<file path="src/shared/reset_seq_cfg.svh">
`ifndef RESET_SEQ_CFG_SVH
`define RESET_SEQ_CFG_SVH

////////////////////////////////////////////////////////////////////////////////
// Register byte offsets on the APB
`define OFS_IRQ_STATUS   8'h00
`define OFS_IRQ_MASK     8'h04
`define OFS_LEVEL        8'h08
`define OFS_STATE        8'h0c

////////////////////////////////////////////////////////////////////////////////
// Field positions
`define IRQ_FALL_BIT     0
`define IRQ_RISE_BIT     1
`define IRQ_MONRST_BIT   2
`define LEVEL_SEL_BIT    0
`define LEVEL_MODE_BIT   7
`define STATE_HI_BIT     0
`define STATE_LO_BIT     1
`define STATE_RST_BIT    2
`define STATE_FIRST_BIT  3
`define STATE_MODE_LSB   4
`define STATE_THR_LSB    6

////////////////////////////////////////////////////////////////////////////////
// Synchroniser lane order
`define SYNC_POR         0
`define SYNC_HI          1
`define SYNC_LO          2
`define SYNC_EXT_N       3
`define SYNC_OSC         4

////////////////////////////////////////////////////////////////////////////////
// Reset values
`define RST_IRQ_STATUS   3'h0
`define RST_IRQ_MASK     3'h0
`define RST_CNT          16'h0000

////////////////////////////////////////////////////////////////////////////////
// Timing: clock period in ns, times in ms, counts rounded down
`define CLK_PERIOD_NS      20.0
`define T_EXT_FIRST_MON_MS 0.832
`define T_EXT_FIRST_OFF_MS 0.519
`define T_EXT_SEC_MON_MS   0.675
`define T_EXT_SEC_OFF_MS   0.362
`define T_MON_PROC_MS      0.0701
`define MS_TO_CYC(t) ($rtoi((t) * 1.0e6 / `CLK_PERIOD_NS + 1.0e-6))

`endif

</file>
<file path="src/shared/reset_seq_pkg.sv">
package reset_seq_pkg;

  // Supply-monitor mode from the two option bits
  typedef enum logic [1:0] {
    MODE_OFF     = 2'b00,
    MODE_IRQ     = 2'b01,
    MODE_IRQ_RST = 2'b10,
    MODE_RST     = 2'b11
  } monitor_mode_t;

  // Synchroniser state
  typedef struct packed {
    logic [4:0] s1;
    logic [4:0] s2;
    logic [4:0] s3;
    logic [4:0] q;
  } sync_state_t;

  // Sequencer state
  typedef struct packed {
    logic          pready;
    logic [31:0]   prdata;
    logic          pslverr;
    logic [2:0]    irq_status;
    logic [2:0]    irq_mask;
    logic          irq_out;
    logic          level_sel;
    logic          op_mode;
    logic [1:0]    thresh;
    monitor_mode_t mode;
    logic          mon_use;
    logic          cfg_loaded;
    logic          first_done;
    logic          por_hold;
    logic          ext_hold;
    logic [15:0]   proc_cnt;
    logic          mon_low;
    logic [15:0]   mon_cnt;
    logic          prev_hi;
    logic          int_reset_n;
  } seq_state_t;

endpackage : reset_seq_pkg

</file>
<file path="src/core/level_sync3.sv">
`timescale 1ns/1ps
`include "reset_seq_cfg.svh"

module level_sync3
  import reset_seq_pkg::*;
(
  // Clock and reset
  input  wire logic       pclk,
  input  wire logic       presetn,
  // Asynchronous levels in, filtered levels out
  input  wire logic [4:0] async_in,
  output logic      [4:0] sync_out
);

  sync_state_t st;
  sync_state_t next_st;
  logic [4:0]  keep;

  // Output follows only once stages two and three agree
  for (genvar i = 0; i < 5; i++)
  begin : g_lane
    assign keep[i] = (st.s2[i] == st.s3[i]) ? st.s3[i] : st.q[i];
  end

  // Next state
  always_comb
  begin
    next_st    = st;
    next_st.s1 = async_in;
    next_st.s2 = st.s1;
    next_st.s3 = st.s2;
    next_st.q  = keep;
  end

  // State register, all levels start as not good
  always_ff @(posedge pclk or negedge presetn)
  begin
    if (!presetn)
      st <= '0;
    else
      st <= next_st;
  end

  assign sync_out = st.q;

endmodule : level_sync3

</file>
<file path="src/core/reset_sequencer.sv">
// Added by the designer: the APB interface to the registers and the placing of the registers.
`timescale 1ns/1ps
`include "reset_seq_cfg.svh"

// Functional notes
// - Option bits 1,0 pick interrupt-and-reset mode; 1,1 pick reset-only mode.
// - Bits 0,1: hold reset to level first, then crossings raise interrupts.
// - Interrupt-and-reset: interrupt and release on high level, reset below low.
// - Reset-only: reset while below single level, release when level reached.
// - Interrupt-and-reset: first interrupt sets level-select and mode bits to one.
// - First external release: 0.832 ms monitor on, 0.519 ms monitor off.
// - Later external release: 0.675 ms monitor on, 0.362 ms monitor off.
// - Power-up with monitor: extra up to 0.0701 ms after release level.
// - Reset-only recovery from monitor reset: hold 0.0701 ms after level.
// - Reset processing also waits for oscillator accuracy before release.
// - Threshold select captured from option bits at reset, never changed here.
module reset_sequencer
  import reset_seq_pkg::*;
#(
  parameter logic [15:0] EXT_FIRST_MON_CYC = 16'(`MS_TO_CYC(`T_EXT_FIRST_MON_MS)),
  parameter logic [15:0] EXT_FIRST_OFF_CYC = 16'(`MS_TO_CYC(`T_EXT_FIRST_OFF_MS)),
  parameter logic [15:0] EXT_SEC_MON_CYC   = 16'(`MS_TO_CYC(`T_EXT_SEC_MON_MS)),
  parameter logic [15:0] EXT_SEC_OFF_CYC   = 16'(`MS_TO_CYC(`T_EXT_SEC_OFF_MS))
)
(
  // Clock and reset
  input  wire logic        pclk,
  input  wire logic        presetn,
  // APB slave
  input  wire logic        psel,
  input  wire logic        penable,
  input  wire logic        pwrite,
  input  wire logic [7:0]  paddr,
  input  wire logic [31:0] pwdata,
  output logic      [31:0] prdata,
  output logic             pready,
  output logic             pslverr,
  // Comparator and oscillator levels, asynchronous
  input  wire logic        por_ok,
  input  wire logic        high_level_ok,
  input  wire logic        low_level_ok,
  input  wire logic        osc_accuracy_ok,
  // External reset pin, active low
  input  wire logic        ext_reset_n,
  // Option straps
  input  wire logic        monitor_mode_sel_hi,
  input  wire logic        monitor_mode_sel_lo,
  input  wire logic        monitor_off_config,
  input  wire logic [1:0]  detect_threshold_sel,
  // Results
  output logic             internal_reset_n,
  output logic             low_supply_irq
);

  localparam logic [15:0] MON_CYC = 16'(`MS_TO_CYC(`T_MON_PROC_MS));

  seq_state_t    st;
  seq_state_t    next_st;
  logic [4:0]    sync_lv;
  logic          s_por;
  logic          s_hi;
  logic          s_lo;
  logic          s_ext_n;
  logic          s_osc;
  logic          setup;
  logic          acc_wr;
  logic          fall_ev;
  logic          rise_ev;
  logic [2:0]    ev;
  logic [2:0]    w1c;
  logic          rst_any;
  monitor_mode_t opt_mode;

  ////////////////////////////////////////////////////////////////////////////
  // Comparator and pin synchronisers
  level_sync3 u_sync (
    .pclk     (pclk),
    .presetn  (presetn),
    .async_in ({osc_accuracy_ok, ext_reset_n, low_level_ok, high_level_ok, por_ok}),
    .sync_out (sync_lv)
  );

  // Filtered levels
  assign s_por   = sync_lv[`SYNC_POR];
  assign s_hi    = sync_lv[`SYNC_HI];
  assign s_lo    = sync_lv[`SYNC_LO];
  assign s_ext_n = sync_lv[`SYNC_EXT_N];
  assign s_osc   = sync_lv[`SYNC_OSC];
  assign opt_mode = monitor_mode_t'({monitor_mode_sel_hi, monitor_mode_sel_lo});

  ////////////////////////////////////////////////////////////////////////////
  // Next-state logic
  always_comb
  begin
    next_st = st;
    setup   = psel && !penable;
    acc_wr  = psel && penable && st.pready && pwrite;
    w1c     = 3'h0;

    // Option capture on any reset other than the monitor's
    if (!st.cfg_loaded || st.por_hold || st.ext_hold)
    begin
      next_st.cfg_loaded = 1'b1;
      next_st.mode       = opt_mode;
      next_st.thresh     = detect_threshold_sel;
      next_st.mon_use    = !monitor_off_config && (opt_mode != MODE_OFF);
      next_st.level_sel  = (opt_mode == MODE_RST) || (opt_mode == MODE_IRQ);
      next_st.op_mode    = (opt_mode == MODE_RST);
    end

    // Power-on and external reset with processing counter
    if (!s_por)
    begin
      next_st.por_hold   = 1'b1;
      next_st.first_done = 1'b0;
      next_st.proc_cnt   = `RST_CNT;
    end
    else if (st.por_hold)
    begin
      next_st.por_hold = 1'b0;
      next_st.proc_cnt = st.mon_use ? EXT_FIRST_MON_CYC : EXT_FIRST_OFF_CYC;
    end
    else if (!s_ext_n)
    begin
      next_st.ext_hold = 1'b1;
      next_st.proc_cnt = `RST_CNT;
    end
    else if (st.ext_hold)
    begin
      next_st.ext_hold = 1'b0;
      if (st.first_done)
        next_st.proc_cnt = st.mon_use ? EXT_SEC_MON_CYC : EXT_SEC_OFF_CYC;
      else
        next_st.proc_cnt = st.mon_use ? EXT_FIRST_MON_CYC : EXT_FIRST_OFF_CYC;
    end
    else if (st.proc_cnt != `RST_CNT)
    begin
      next_st.proc_cnt = st.proc_cnt - 16'h0001;
    end

    // Monitor reset condition per mode
    unique case (st.mode)
      MODE_IRQ_RST:
        next_st.mon_low = !s_lo ? 1'b1 : (s_hi ? 1'b0 : st.mon_low);
      MODE_RST:
        next_st.mon_low = !s_hi;
      MODE_IRQ:
        next_st.mon_low = !st.first_done && !s_hi;
      MODE_OFF:
        next_st.mon_low = 1'b0;
    endcase
    next_st.mon_low = next_st.mon_low && st.mon_use && st.cfg_loaded;

    // Monitor processing time after the level is reached
    if (next_st.mon_low)
      next_st.mon_cnt = MON_CYC;
    else if (st.mon_cnt != `RST_CNT)
      next_st.mon_cnt = st.mon_cnt - 16'h0001;

    // Combined internal reset, gated by oscillator accuracy
    rst_any = next_st.por_hold || next_st.ext_hold || (next_st.proc_cnt != `RST_CNT) ||
              next_st.mon_low || (next_st.mon_cnt != `RST_CNT) || !s_osc;
    next_st.int_reset_n = !rst_any;
    if (!rst_any && st.cfg_loaded)
      next_st.first_done = 1'b1;

    // Level-crossing events
    fall_ev         = st.prev_hi && !s_hi;
    rise_ev         = !st.prev_hi && s_hi;
    next_st.prev_hi = s_hi;
    ev[`IRQ_FALL_BIT]   = st.mon_use && fall_ev &&
                          ((st.mode == MODE_IRQ_RST) ||
                           ((st.mode == MODE_IRQ) && st.first_done));
    ev[`IRQ_RISE_BIT]   = st.mon_use && rise_ev && (st.mode == MODE_IRQ) &&
                          st.first_done;
    ev[`IRQ_MONRST_BIT] = next_st.mon_low && !st.mon_low;

    // APB write side
    if (acc_wr)
    begin
      unique case (paddr)
        `OFS_IRQ_STATUS: w1c = pwdata[2:0];
        `OFS_IRQ_MASK:   next_st.irq_mask = pwdata[2:0];
        `OFS_LEVEL:
          if (st.mode == MODE_IRQ_RST)
          begin
            next_st.level_sel = pwdata[`LEVEL_SEL_BIT];
            next_st.op_mode   = pwdata[`LEVEL_MODE_BIT];
          end
        default: ;
      endcase
    end

    // Automatic bit update after an interrupt, wins over a write
    if (ev[`IRQ_FALL_BIT] && (st.mode == MODE_IRQ_RST))
    begin
      next_st.level_sel = 1'b1;
      next_st.op_mode   = 1'b1;
    end

    // Sticky status, a set beats a clear
    next_st.irq_status = (st.irq_status & ~w1c) | ev;
    next_st.irq_out    = |(next_st.irq_status & next_st.irq_mask);

    // APB read side, answered in the access cycle
    next_st.pready  = setup;
    next_st.prdata  = 32'h0000_0000;
    next_st.pslverr = 1'b0;
    if (setup)
    begin
      unique case (paddr)
        `OFS_IRQ_STATUS: next_st.prdata[2:0] = st.irq_status;
        `OFS_IRQ_MASK:   next_st.prdata[2:0] = st.irq_mask;
        `OFS_LEVEL:
        begin
          next_st.prdata[`LEVEL_SEL_BIT]  = st.level_sel;
          next_st.prdata[`LEVEL_MODE_BIT] = st.op_mode;
        end
        `OFS_STATE:
        begin
          next_st.prdata[`STATE_HI_BIT]    = s_hi;
          next_st.prdata[`STATE_LO_BIT]    = s_lo;
          next_st.prdata[`STATE_RST_BIT]   = !st.int_reset_n;
          next_st.prdata[`STATE_FIRST_BIT] = st.first_done;
          next_st.prdata[`STATE_MODE_LSB +: 2] = st.mode;
          next_st.prdata[`STATE_THR_LSB +: 2]  = st.thresh;
        end
        default: next_st.pslverr = 1'b1;
      endcase
    end
  end

  ////////////////////////////////////////////////////////////////////////////
  // State register
  always_ff @(posedge pclk or negedge presetn)
  begin
    if (!presetn)
    begin
      st            <= '0;
      st.por_hold   <= 1'b1;
      st.irq_status <= `RST_IRQ_STATUS;
      st.irq_mask   <= `RST_IRQ_MASK;
      st.proc_cnt   <= `RST_CNT;
      st.mon_cnt    <= `RST_CNT;
    end
    else
      st <= next_st;
  end

  // Outputs straight from the state register
  assign prdata           = st.prdata;
  assign pready           = st.pready;
  assign pslverr          = st.pslverr;
  assign internal_reset_n = st.int_reset_n;
  assign low_supply_irq   = st.irq_out;
endmodule : reset_sequencer

</file>
<file path="config.mk">
export PLATFORM = sky130hd
export DESIGN_NAME = reset_sequencer
export DESIGN_NICKNAME = d
export VERILOG_FILES = /design/src/shared/reset_seq_pkg.sv /design/src/core/level_sync3.sv /design/src/core/reset_sequencer.sv
export VERILOG_INCLUDE_DIRS = /design/src /design/src/shared
export SDC_FILE = /design/constraint.sdc
export NUM_CORES = 1
export LEC_CHECK = 0
export BUFFER_PORTS_ARGS = -buffer_cell sky130_fd_sc_hd__buf_2
export CORE_MARGIN = 8
export CORE_UTILIZATION = 55
export DETAILED_ROUTE_END_ITERATION = 12
export PLACE_DENSITY_LB_ADDON = 0.05
export SYNTH_ARGS = -nofsm -noshare
export SYNTH_HDL_FRONTEND = slang
export SYNTH_SLANG_ARGS = --single-unit
</file>
<file path="constraint.sdc">
create_clock -name pclk -period 3.6 [get_ports pclk]
set_clock_uncertainty 0.15 [all_clocks]
set_input_delay 0.36 -clock pclk [delete_from_list [all_inputs] [get_ports pclk]]
set_output_delay 0.36 -clock pclk [all_outputs]
set_load 0.1 [all_outputs]
</file>
# After elaboration in Yosys (flattened, before gate mapping)
# Cells that the tools add are included.
totals:
  ff_bits: 83
  elab_cells: 128
classes:
  add_sub_neg: 2
  eq_ne: 14
  mux: 33
  bitwise: 4
  reduce_logical: 47
ops:
  columns: ["cell", "count"]
  rows:
  - ["$mux 16", 9]
  - ["$reduce_bool 16->1", 4]
  - ["$sub 16x1->16 const B", 2]
  - ["$logic_and 1x1->1", 19]
  - ["$mux 17", 1]
  - ["$eq 8x4->1 const B", 2]
  - ["$mux 3", 4]
  - ["$logic_not 1->1", 10]
  - ["$logic_or 1x1->1", 9]
  - ["$mux 9", 1]
  - ["$eq 8x3->1 const B", 1]
  - ["$logic_not 8->1", 1]
  - ["$mux 1", 8]
  - ["$mux 2", 4]
  - ["$mux 8", 1]
  - ["$pmux 1 s4", 2]
  - ["$and 3x3->3", 2]
  - ["$eq 2x2->1 const B", 3]
  - ["$pmux 2 s3", 1]
  - ["$eq 1x1->1", 5]
  - ["$eq 2x1->1 const B", 2]
  - ["$mux 4", 1]
  - ["$reduce_or 4->1", 1]
  - ["$not 3->3", 1]
  - ["6 further kinds", 6]

# Depth between registers and ports, before layout
logic_depth:
  depth_word: 14
  depth_mapped: 11
  ltp_nobuf: 10

# Modules after synthesis
# Synthesis repeated with hierarchy kept, for this count alone.
hier_totals:
  cells_unflattened: 438
  area_unflattened_um2: 4362.9
modules_own_cells:
  columns: ["module", "n_inst", "cells_each", "area_per_inst_um2"]
  rows:
  - ["reset_sequencer", 1, 408, 3768.6]
  - ["level_sync3", 1, 30, 594.3]

# Worst setup path before layout
# No wires, ideal clock.
synth_path:
  path_kind: "reg-to-reg"
  from: "reg st[2] (netlist name)"
  to: "reg st[37] (netlist name)"
  setup_time_ps: 122
  t_arrival_ps: 2565
  path_slack_ps: 763
  path_stages_with_launch: 11
  period_less_slack_ps: 2837
  path_cell_list: "dfrtp_1 > inv_1 > ha_1 > or4b_1 > o211ai_1 > or2_2 > mux2_2 > a311oi_1 > nor4_1 > and4_1 > a32o_1"
synth_via:
  elab_chain_cells: 9
  elab_cells_between_ends: 11
  cone_classes: "add/sub (1); eq/ne (1); mux (3); reduce/logical (6)"
synth_rtl:
  columns: ["element", "line", "source"]
  rows:
  - ["start: declaration", "reset_sequencer.sv:57", "seq_state_t st;"]
  - ["start signal: assignment", "reset_sequencer.sv:247", "st <= next_st;"]
  - ["$sub 16x1->16 or $reduce_bool 16->1 (tied branches)", null, null]
  - ["$mux 16 (*)", "reset_sequencer.sv:157", "else if (st.mon_cnt != `RST_CNT)"]
  - ["$mux 16 (*)", "reset_sequencer.sv:155", "if (next_st.mon_low)"]
  - ["$reduce_bool 16->1 (no line) (*)", null, null]
  - ["$logic_or 1x1->1 (*) (2 in series)", "reset_sequencer.sv:161", "rst_any = next_st.por_hold || next_st.ext_hold || (next_st.proc_cnt != `RST_CNT) ||"]
  - ["$logic_not 1->1 (*)", "reset_sequencer.sv:164", "if (!rst_any && st.cfg_loaded)"]
  - ["$logic_and 1x1->1 (*)", "reset_sequencer.sv:164", null]
  - ["$ne 2x2->1 (no line) or $mux 1 (tied branches)", null, null]
# Mark *: on every way between the ends. The rest lies on a longest branch, timed or not.
# A chain may end at the register's enable or synchronous reset.

# Final worst setup path
# Same ends and word-level chain as after synthesis.

==> results.txt <==
After synthesis, the cell types taking the most area are dfrtp_1 (49%), buf_4 (5.9%), nor2_1 (3.7%). The top achievable clock speed came out at 0.3061 GHz. The endpoint identified for the worst register-to-register timing path is st[37]. The number of CTS-inserted buffers came out at 9. The flow ran to the end, and the final reports show no timing, DRC or antenna violations. The total leakage power came out at between 2 and 2.5 nW. During I/O placement, the number of pins put on the boundary was 91. The worst stage delay on the critical path is around 470 ps. The total global routing track utilization came out at 17.25%. The clock network is responsible for about a quarter of the overall power.

The worst max-slew margin expressed relative to the limit came out at 33.17%. At the worst endpoint, the required time is 3690 ps. The area share of the largest cell type after synthesis is between 40% and 50%. Entering global routing, the biggest net connects 84 pins. The worst register-to-register path begins at st[2].

The worst slack after detailed placement is 324.7 ps. The number of failing setup endpoints in the final timing report came out at 0. After clock tree synthesis, the clock-pin slew on the worst setup and hold paths is ~80 ps. The cell count after synthesis is 408. The total length of routed wires came out at approximately 8.3 mm. The placeable core area came out at between 0.007 and 0.008 mm². The first-pass GRT wire length came out at roughly 14 mm. The area of the mapped netlist is between 0.004 and 0.005 mm². The number of optimization iterations in the first detailed-route pass came out at 4. The maximum buffer depth of the clock tree came out at 2. The total vias in the final route came out at between 2,000 and 3,000. By count the netlist is led by dfrtp_1 (82), nor2_1 (41), buf_4 (33).

The worst-margin pin slew came out at ~1000 ps. The count of input and output buffers came out at 38. For this run the aggregate overflow at the end of global routing stands at 0. The proportion of total power due to net switching came out at 35.55%.

Power comes to about 2.5 mW. The standard cell with the maximum stage delay on the critical path is or4b_1. The share of the cycle needed by the critical path after routing came out at between 90% and 100%.

The count of inserted antenna diode cells is 0. The count of different cell masters after synthesis is 67. The cell area power density is 546.9 mW/mm². After floorplanning, the core was divided into 32 placement rows. The per-cell routed wire length came out at 15.01 µm. The sequential cell area fraction in the yosys report is about half. The internal portion of total power is 1.620 mW.

The area of the die is 0.01068 mm². The buffer type at the clock tree root is clkbuf_8. The critical path ends at st[37].

The post-detailed-route count of antenna-violating nets came out at 0. The final number of hold-violating endpoints is 0. The count of routing violations after the opening detailed-route iteration came out at about 110.

TritonCTS built the clock tree. The number of buffer and inverter instances along the worst setup path came out at 1. The share of the core filled with cells came out at between 60% and 70%. STA puts the critical path data arrival time at around 3400 ps. For the worst flop-to-flop path, the logic depth is 10.

The count of pins over their slew limit came to 0. The number of storage elements in the synthesis netlist came out at 83. Of the total power, registers draw a little under half. The highest ir drop seen on vdd came out at 0.3945 mV.

Clock latency on the worst-skew pair, taken at its later pin, is roughly 350 ps. In this run, the combinational gates consume 27.3% of the power. The initial antenna violation count was 0.

The via count of the first global-routing pass came out at 2,908. Among all flip-flop cells after synthesis, the most frequent one is dfrtp_1. The maximum level of the CTS H-tree is 3. Setup repair after global routing left no endpoint under its margin.

The total negative slack is 0 ps. Across the run, the number of max-cap violations was 0. Routability-driven placement finished with a final weighted congestion of ~0.89. The number of resized instances in the post-cts repair step is 0. The HPWL after detailed placement came out at about 6.3 mm.

The count of clock tree sinks came out at 83. The highest net fanout along the worst path came out at 5. The worst setup path is of the reg2reg kind. The Yosys step of the flow raised 0 warnings. The library cell with the highest instance count after synthesis is dfrtp_1.

In this run the worst setup path begins at st[2]. The register-to-register path setup slack is approximately 330 ps. Walking the worst path, the cells encountered are inv_1 -> ha_1 -> or4b_1 -> o211ai_1 -> or2_2 -> mux2_2 -> a311oi_1 -> nor4_1 -> and4_1 -> a32o_1. The post-synthesis async set-or-reset flop share came out at 100.0%.

The kind of cell with the highest combined delay along the critical path is compound AO/OA/AOI/OAI gates. The initial core utilization came out at roughly 55%. The switching component of the power is ~0.9 mW. The count of unresolved DRC violations after routing is 0. The tightest min-delay check is of the in2async type.

The cell count along the critical path came out at 10. The die extent in x is a little over 100 µm. After layout, the minimum clock period comes to about 3300 ps. In the post-route analysis, the smallest setup slack over all paths is between 300 and 400 ps. The final net count came out at 513. The via density per instance is about 5.4. Counting flops with a built-in enable in the synthesized netlist gives 0. The share of layout cells above drive strength 1 is 18.28%. In this run the mean area of a mapped cell was around 10 µm². The worst setup path is captured at a flop. The layout-stage area growth over the synthesis result is 9.576%. The synthesized design spends more area on one cell type than any other, namely dfrtp_1. STA classifies the critical path startpoint as a flop. The die is about 100 µm tall.
## timing repair
| item | 4_1_cts | 5_1_grt |
|---|---|---|
| setup buffers | 0 | 0 |
| hold endpoints to repair | 5 | 0 |
| endpoints found under the setup margin | 0 | 0 |
| hold buffers | 5 | 0 |
## through the flow
stage          hold slack [ps]  area [µm²]  instances
4_1_cts                  32.97        4596        556
3_5_place_dp             184.7        4353        536
5_1_grt                  23.78        4596        556
6_report                 25.91        4596        556
3_3_place_gp             182.2        4353        536
2_1_floorplan           -85.59        4280        431
## final cells by class
| cell class | count | area, µm² |
|---|---|---|
| clock inverter | 4 | 51.30 |
| fill | 647 | 2972 |
| clock buffer | 11 | 141.4 |
| sequential | 83 | 2078 |
| tap | 102 | 127.6 |
| multi-input combinational | 293 | 1864 |
| inverter | 16 | 60.06 |
| timing repair buffer | 47 | 272.8 |
## cells by family (layout without fill, tap and decap cells)
kind of cell,after synthesis,count (layout),share of synthesized area (%)
multiplexers,12,12,3.401
AO/OA/AOI/OAI,68,68,11.10
other,2,25,0.1791
buffers and inverters,55,78,8.055
adder cells (fa/ha/maj),13,13,3.580
flip-flops,83,83,49.55
AND/OR/NAND/NOR,157,157,20.02
XOR/XNOR,18,18,4.117
## cell usage in the layout (no fill, tap or decap), types with 6 or more instances in the layout
master	instances
nor3_1	14
conb_1	25
nor2_1	41
clkbuf_8	10
a21oi_1	21
o21ai_0	10
nand4_1	6
nand2_1	31
mux2_2	8
xnor2_1	13
dfrtp_1	82
nor4_1	9
inv_1	16
buf_2	37
ha_1	8
or3_1	6
nand3_1	6
## layer usage
metal / global-route usage [%] / share of wire, % / vias to the layer above / routed length [µm]
met2: 25.86 / 45 / 53 / 3788
met5: 0 / 0 / - / 0
met1: 24.40 / 49 / 1434 / 4052
met4: 6.674 / 1.4 / 0 / 119
met3: 2.878 / 4.6 / 11 / 384
li1: - / - / 1478 / -
## how the worst min path moves through the flow
stage	start	endpoint	slack, ps	cells past startpoint
floorplan	presetn	internal_reset_n	-90	0
global placement	u_sync.next_st[10]	u_sync.next_st[5]	180	0
detailed placement	u_sync.next_st[12]	u_sync.next_st[7]	180	0
CTS	monitor_off_config	st[39]	30	2
global route	monitor_off_config	st[39]	20	2
finish	presetn	u_sync.next_st[11]	30	1
## power groups by stage
stage	Sequential, mW	Combinational (mW)	Clock [mW]
6_report	1.17	0.686	0.656
5_1_grt	1.20	0.771	0.718
4_1_cts	1.17	0.688	0.674
3_5_place_dp	1.19	0.681	0
3_3_place_gp	1.18	0.674	0
2_1_floorplan	1.16	0.568	0
## sequential cells by signal (all words and copies together), names as in the netlist
| register | cells |
|---|---|
| u_sync.st | 5 |
| low_supply_irq | 1 |
| st | 51 |
| prdata | 8 |
| internal_reset_n | 1 |
| u_sync.next_st | 10 |
| pslverr | 1 |
| u_sync.sync_out | 5 |
| pready | 1 |
No activity file was read; power rests on OpenSTA's default activity.
